## src/logic/card_pwr_pkg.sv

```systemverilog
// Package of constants and types for the card power-up sequencer
package card_pwr_pkg;
  localparam int unsigned CLK_MHZ = 250;
  localparam int unsigned READY_TIME_US = 1000;
  localparam int unsigned READY_CYCLES = READY_TIME_US * CLK_MHZ;
  localparam int unsigned PREP_CLOCKS = 74;
  localparam int unsigned CNT_W = 20;
  localparam logic [1:0] IFACE_BUS = 2'h0;
  localparam logic [1:0] IFACE_SPI = 2'h1;
  localparam logic [1:0] IFACE_LANE = 2'h2;
  localparam logic [1:0] IFACE_PCIE = 2'h3;
  typedef enum logic [2:0] {
    ST_OFF = 3'h0,
    ST_PREP = 3'h1,
    ST_IDLE = 3'h3,
    ST_FAULT = 3'h2
  } pwr_state_t;
endpackage

```

## src/logic/supply_sync_if.sv

```systemverilog
// Interface carrying synchronised supply-good levels
`timescale 1ns/1ps
interface supply_sync_if;
  logic main_ok;
  logic second_ok;
  logic low_v_ok;
  modport src (output main_ok, output second_ok, output low_v_ok);
  modport dst (input main_ok, input second_ok, input low_v_ok);
endinterface

```

## src/logic/supply_sync.sv

```systemverilog
// Two-flop synchronisers for supply-good detector pins
`timescale 1ns/1ps
module supply_sync (
  // Clock and reset
  input wire logic core_clk,
  input wire logic rst_n,
  input wire logic clk_en,
  // Raw detector levels
  input wire logic [2:0] raw_ok,
  // Synchronised levels
  supply_sync_if.src sync
);
  logic [2:0] s1_q;
  logic [2:0] s1_d;
  logic [2:0] s2_q;
  logic [2:0] s2_d;
  always_comb begin
    s1_d = clk_en ? raw_ok : s1_q;
    s2_d = clk_en ? s1_q : s2_q;
  end
  always_ff @(posedge core_clk) begin
    if (!rst_n) begin
      s1_q <= 3'h0;
      s2_q <= 3'h0;
    end else begin
      s1_q <= s1_d;
      s2_q <= s2_d;
    end
  end
  assign sync.main_ok = s2_q[0];
  assign sync.second_ok = s2_q[1];
  assign sync.low_v_ok = s2_q[2];
endmodule

```

## src/logic/card_power_up_sequencer.sv

```systemverilog
// Card-side power-up sequencer: supply detection to idle-state readiness
// ****************************************
// Operation
// - Accept first command within 1ms of supply reaching minimum level.
// - Up to 74 card clocks of preparation before first command.
// - Every power-up, including hot insertion, starts in idle state.
// - Lane card ready for PHY init 1ms after later supply.
// - PCIe card supports second supply, optional low voltage, never both.
// ****************************************
`timescale 1ns/1ps
module card_power_up_sequencer
  import card_pwr_pkg::*;
#(
  parameter int unsigned READY_CNT = READY_CYCLES,
  parameter bit LOW_V_SUPPORT = 1'b1
) (
  // Clock, reset, enable
  input wire logic core_clk,
  input wire logic rst_n,
  input wire logic clk_en,
  // Interface kind of this card
  input wire logic [1:0] iface_mode,
  // Supply detector pins
  input wire logic main_supply_ok,
  input wire logic second_supply_ok,
  input wire logic low_voltage_second_supply_ok,
  // Card clock and command line pins
  input wire logic card_clock,
  input wire logic cmd_line,
  // Status toward the card core
  output logic cmd_ready,
  output logic phy_init_ready,
  output logic in_idle,
  output logic supply_fault,
  output logic core_reset_n
);
  // ****************************************
  // Pin synchronisation
  // ****************************************
  supply_sync_if sup ();
  supply_sync u_sync (
    .core_clk(core_clk),
    .rst_n(rst_n),
    .clk_en(clk_en),
    .raw_ok({low_voltage_second_supply_ok, second_supply_ok, main_supply_ok}),
    .sync(sup)
  );
  logic [1:0] ck_s_q;
  logic [1:0] ck_s_d;
  logic ck_prev_q;
  logic ck_prev_d;
  always_comb begin
    ck_s_d = clk_en ? {ck_s_q[0], card_clock} : ck_s_q;
    ck_prev_d = clk_en ? ck_s_q[1] : ck_prev_q;
  end
  always_ff @(posedge core_clk) begin
    if (!rst_n) begin
      ck_s_q <= 2'h0;
      ck_prev_q <= 1'b0;
    end else begin
      ck_s_q <= ck_s_d;
      ck_prev_q <= ck_prev_d;
    end
  end
  wire clk_rise = ck_s_q[1] & ~ck_prev_q;
  // ****************************************
  // Supply qualification
  // ****************************************
  logic lane_kind;
  logic pcie_kind;
  logic both_second;
  logic powered;
  always_comb begin
    lane_kind = (iface_mode == IFACE_LANE);
    pcie_kind = (iface_mode == IFACE_PCIE);
    // In PCIe mode, second and low-voltage supplies together are never accepted
    both_second = pcie_kind & sup.second_ok & sup.low_v_ok;
    if (lane_kind) begin
      // Readiness counts from the later of the two supplies
      powered = sup.main_ok & sup.second_ok;
    end else if (pcie_kind) begin
      // Second supply, or the low-voltage one when built, is required
      powered = sup.main_ok & (sup.second_ok | (LOW_V_SUPPORT & sup.low_v_ok));
    end else begin
      powered = sup.main_ok;
    end
  end
  // ****************************************
  // Sequencer
  // ****************************************
  pwr_state_t st_q;
  pwr_state_t st_d;
  logic [CNT_W-1:0] cnt_q;
  logic [CNT_W-1:0] cnt_d;
  logic [6:0] clks_q;
  logic [6:0] clks_d;
  logic ready_q;
  logic ready_d;
  always_comb begin
    st_d = st_q;
    cnt_d = cnt_q;
    clks_d = clks_q;
    ready_d = ready_q;
    if (clk_en) begin
      case (st_q)
        ST_OFF: begin
          cnt_d = '0;
          clks_d = 7'h00;
          ready_d = 1'b0;
          if (powered && !both_second) begin
            st_d = ST_PREP;
          end
        end
        ST_PREP: begin
          // Prepare from detection; readiness never exceeds the deadline
          if (cnt_q < CNT_W'(READY_CNT - 1)) begin
            cnt_d = cnt_q + CNT_W'(1);
          end
          // Only preparation clocks with the command line idle-high count
          if (clk_rise && cmd_line && clks_q < 7'(PREP_CLOCKS)) begin
            clks_d = clks_q + 7'h01;
          end
          // Ready after 74 idle-high clock rises, or at the READY_CNT deadline at the latest
          if (cnt_q >= CNT_W'(READY_CNT - 1) || clks_q >= 7'(PREP_CLOCKS)) begin
            st_d = ST_IDLE;
            ready_d = 1'b1;
          end
        end
        ST_IDLE: begin
          ready_d = 1'b1;
        end
        ST_FAULT: begin
          // Once the dual supply clears, start over from off so readiness is re-earned
          st_d = ST_OFF;
          ready_d = 1'b0;
        end
        default: begin
          st_d = ST_OFF;
        end
      endcase
      // Loss of supply returns to off; a new power-up restarts in idle
      if (!powered) begin
        st_d = ST_OFF;
        ready_d = 1'b0;
      end else if (both_second) begin
        st_d = ST_FAULT;
        ready_d = 1'b0;
      end
    end
  end
  always_ff @(posedge core_clk) begin
    if (!rst_n) begin
      st_q <= ST_OFF;
      cnt_q <= '0;
      clks_q <= 7'h00;
      ready_q <= 1'b0;
    end else begin
      st_q <= st_d;
      cnt_q <= cnt_d;
      clks_q <= clks_d;
      ready_q <= ready_d;
    end
  end
  // ****************************************
  // Outputs
  // ****************************************
  logic lane_q;
  logic lane_d;
  always_comb begin
    lane_d = clk_en ? lane_kind : lane_q;
  end
  always_ff @(posedge core_clk) begin
    if (!rst_n) begin
      lane_q <= 1'b0;
    end else begin
      lane_q <= lane_d;
    end
  end
  // Core held in reset until idle, so it always wakes in idle state
  assign core_reset_n = ready_q;
  assign in_idle = ready_q;
  assign cmd_ready = ready_q & ~lane_q;
  assign phy_init_ready = ready_q & lane_q;
  assign supply_fault = (st_q == ST_FAULT);
endmodule

```

## config.mk

```make
export PLATFORM = sky130hd
export DESIGN_NAME = card_power_up_sequencer
export DESIGN_NICKNAME = d
export VERILOG_FILES = /design/src/logic/card_pwr_pkg.sv /design/src/logic/supply_sync_if.sv /design/src/logic/supply_sync.sv /design/src/logic/card_power_up_sequencer.sv
export SDC_FILE = /design/constraint.sdc
export NUM_CORES = 1
export LEC_CHECK = 0
export BUFFER_PORTS_ARGS = -buffer_cell sky130_fd_sc_hd__buf_4
export CAP_MARGIN = 20
export CORE_MARGIN = 2
export CORE_UTILIZATION = 50
export CTS_BUF_LIST = sky130_fd_sc_hd__clkbuf_16
export CTS_CLUSTER_DIAMETER = 200
export CTS_CLUSTER_SIZE = 30
export DETAILED_ROUTE_END_ITERATION = 8
export GPL_TIMING_DRIVEN = 0
export PLACE_DENSITY = 0.77
export SETUP_SLACK_MARGIN = 0.1
export SYNTH_ARGS = -nofsm -noshare
export SYNTH_HDL_FRONTEND = slang
export SYNTH_SLANG_ARGS = --single-unit
export TNS_END_PERCENT = 5
```

## constraint.sdc

```tcl
create_clock -name core_clk -period 3.9 [get_ports core_clk]
set_clock_uncertainty 0.15 [all_clocks]
set_input_delay 0.195 -clock core_clk [delete_from_list [all_inputs] [get_ports core_clk]]
set_output_delay 0.195 -clock core_clk [all_outputs]
set_load 0.005 [all_outputs]
```

==> results.ini <==
[floorplan]
core_sq_um = 3720
initial_utilization_pct = 52.9
dieArea_sq_um = 4450
io_pins = 15
dieWidth_um = 66.7
rows = 22
die_y_um = 66.7

[timing]
worst_pin_slew_ns = 0.652
relSlewSlack_pct = 56.5
fin_setup_tns_ns = 0
setup_viol = 0
hold_viol_final = 0
fmax_ghz = 0.410
drv_slew = 0
fin_crit_ns = 2.44
rsz0062_at_grt = no
period_share_pct = 62.6

[placement]
dp_cells = 289
gp_congestion = 0.829
port_buffers = 13
detailed_place_hpwl_mm = 2.78

[clock_tree]
clockRootBuffer = clkbuf_16
clkSlewWorstSetupHoldPaths_ns = 0.06
cts.htree.levels = 2
insertion_delay_ns = 0.28
cts_max_path_buffers = 2
cts_buffers = 5
post-cts-setup-buffer-count = 0
numClockSinks = 40
cts_tree = yes

[power_and_ir_drop]
total_power_uw = 925
ir_worst_vdd_v = 0.000262
p_int_uw = 735
clkPwrFrac_pct = 48.8
power_density_nw_per_um2 = 403
switchingPower_uw = 191
p_leak_nw = 0.834
pwr-share-seq_pct = 45.3
switching_share_pct = 20.6
pwr-share-comb_pct = 5.9

[critical_path]
path_delay_family = compound AO/OA/AOI/OAI gates
cp_cell_sequence = ha_1 > nand4_1 > nand3_1 > a21o_1 > buf_6 > clkbuf_1 > o31ai_1 > a21oi_1
worstPathArrival_ns = 2.49
path_class = flop to flop
cp_slowest_cell = dfxtp_1
r2r_cells = 8
cp-end-kind = flop
worst_r2r_endpoint = cnt_q[16]
rr_startpoint = cnt_q[0]
path_buf_inv = 2
reg2reg_slack_ns = 1.46
cp.required_ns = 3.95
max_stage_delay_ns = 0.43
critPathLaunchType = flop
worstPathMaxFanout = 10

[logic_synthesis]
synth_top_cell_by_area = dfxtp_1
synth_common_cells = dfxtp_1 (40), nor2_1 (25), a21oi_1 (17)
netlist_area_sq_um = 1970
synthTopCellsByArea = dfxtp_1 (41%), nor2_1 (4.8%), mux2i_1 (4.6%)
synth_seq_area_share_pct = 40.7
synth_enable_flop_cells = 0
synthCells = 228
synth_nets = 241
ys_ff_latch = 40
synth_flop_cell = dfxtp_1
synth_top_area_share_pct = 40.7
avgSynthCellArea_sq_um = 8.63
synthArstFlopShare_pct = 0
yosysMostFrequentCell = dfxtp_1
synthDistinctLibCells = 46
ys_warn_count = 0

[worst_hold_path]
hold_end = u_sync.s1_q[1]
hold_class = input pin to flop
whs_path_depth = 3
hold_path_startpoint = second_supply_ok

[drt]
drc = 0
wirelength_mm = 4.07
via_per_inst = 5.72
antenna_left = 0
drt_pass1_iterations = 4
via_count = 1706
drt-initial-drc-count = 87
post_drt_wl_per_cell_um = 13.7

[grt]
grt_max_degree = 13
overflow = 0
grt_pass1_vias = 1595
antenna_found_initial = 0
track_usage_pct = 21.3
grt_pass1_wl_mm = 7.23

[job]
cap_violations = 0

[final_layout]
nets = 262
area_growth_pct = 16.8
nFillCells = 316
layout-drive-gt1-share_pct = 10.8
final_util_pct = 61.8
n_antenna_cell = 0
finalNonFillerCells = 298

[outcome]
outcome = finished clean

[per-stage QoR]
stage	setup WS (ns)	instance area [sq um]	hold slack, ns
after floorplan	1.82	1970	0.192
after global placement	1.62	2120	0.281
after detailed placement	1.57	2120	0.292
after CTS	1.48	2300	0.00788
after global routing	1.11	2300	0.0293
final	1.46	2300	0.00629
[worst max-delay path by stage]
stage	start	depth (start not counted)	slack [ns]	endpoint
finish	cnt_q[0]	8	1.46	cnt_q[16]
global route	cnt_q[0]	8	1.11	cnt_q[6]
CTS	cnt_q[0]	8	1.48	cnt_q[16]
detailed placement	cnt_q[0]	8	1.57	cnt_q[12]
global placement	cnt_q[0]	8	1.62	cnt_q[5]
floorplan	st_q[0]	7	1.82	cnt_q[16]
[sequential cells by signal (all words and copies together) (netlist names)]
register / cells
ck_prev_q: 1
ck_s_q: 2
clks_q: 7
cnt_q: 20
core_reset_n: 1
lane_q: 1
st_q: 2
u_sync.s1_q: 3
u_sync.s2_q: 3
[per-layer routing]
layer / up-vias / track usage (%) / routed length, um / share of wire, %
met4: 0 / 8.67 / 66 / 1.6
met1: 795 / 27.7 / 1980 / 49
li1: 876 / - / - / -
met2: 27 / 33.4 / 1880 / 46
met5: - / 0 / 0 / 0
met3: 8 / 5.57 / 141 / 3.5
[cell families after synthesis]
group	after synthesis	share of synthesized area, %
XOR/XNOR	9	4.01
buffers and inverters	20	5.15
AND/OR/NAND/NOR	91	24.9
AO/OA/AOI/OAI	56	18.7
multiplexers	9	4.58
adder cells (fa/ha/maj)	3	1.91
flip-flops	40	40.7
[final cells by class]
cell class,count,area (sq um),share of cell area [%]
multi-input cells,168,1060,46.4
repair buffers,14,108,4.68
clock inverters,3,37.5,1.63
flip-flops and latches,40,801,34.9
inverters,10,37.5,1.63
well taps,48,60.1,2.61
clock buffers,5,125,5.45
plain buffers,10,63.8,2.78
[worst min-delay path, cell delays in order]
cell and delay, ns:
buf_4 0.08, mux2i_1 0.05, nor2_1 0.08
[power by group through the flow]
stage,registers [mW],clock network [mW],logic [mW]
CTS,0.419,0.461,0.0544
global placement,0.428,0,0.0523
global route,0.420,0.476,0.0604
detailed placement,0.428,0,0.0533
floorplan,0.427,0,0.0362
finish,0.419,0.452,0.0546
[cell usage in the layout (no fill, tap or decap), drive strengths merged, types with 2 or more instances in the layout]
cell | Yosys | routed
a2111oi | 2 | 2
a211oi | 3 | 3
a21oi | 17 | 17
a31oi | 4 | 4
and2 | 5 | 5
and3 | 3 | 3
and3b | 2 | 2
and4 | 3 | 3
buf | 4 | 17
clkbuf | 6 | 11
clkinv | 0 | 2
dfxtp | 40 | 40
ha | 3 | 3
inv | 10 | 10
mux2i | 9 | 9
nand2 | 15 | 15
nand2b | 3 | 3
nand3 | 10 | 10
nand3b | 2 | 2
nand4 | 4 | 4
nor2 | 25 | 25
nor3 | 2 | 2
o21a | 2 | 2
o21ai | 9 | 9
o31ai | 8 | 8
or3 | 6 | 6
or4 | 6 | 6
xnor2 | 9 | 9
[what timing repair did]
| item | in CTS | in global routing |
|---|---|---|
| gates resized for setup | 0 | 0 |
| hold buffers | 1 | 0 |
| hold endpoints to repair | 1 | 0 |
(Power assumes the default switching activity.)
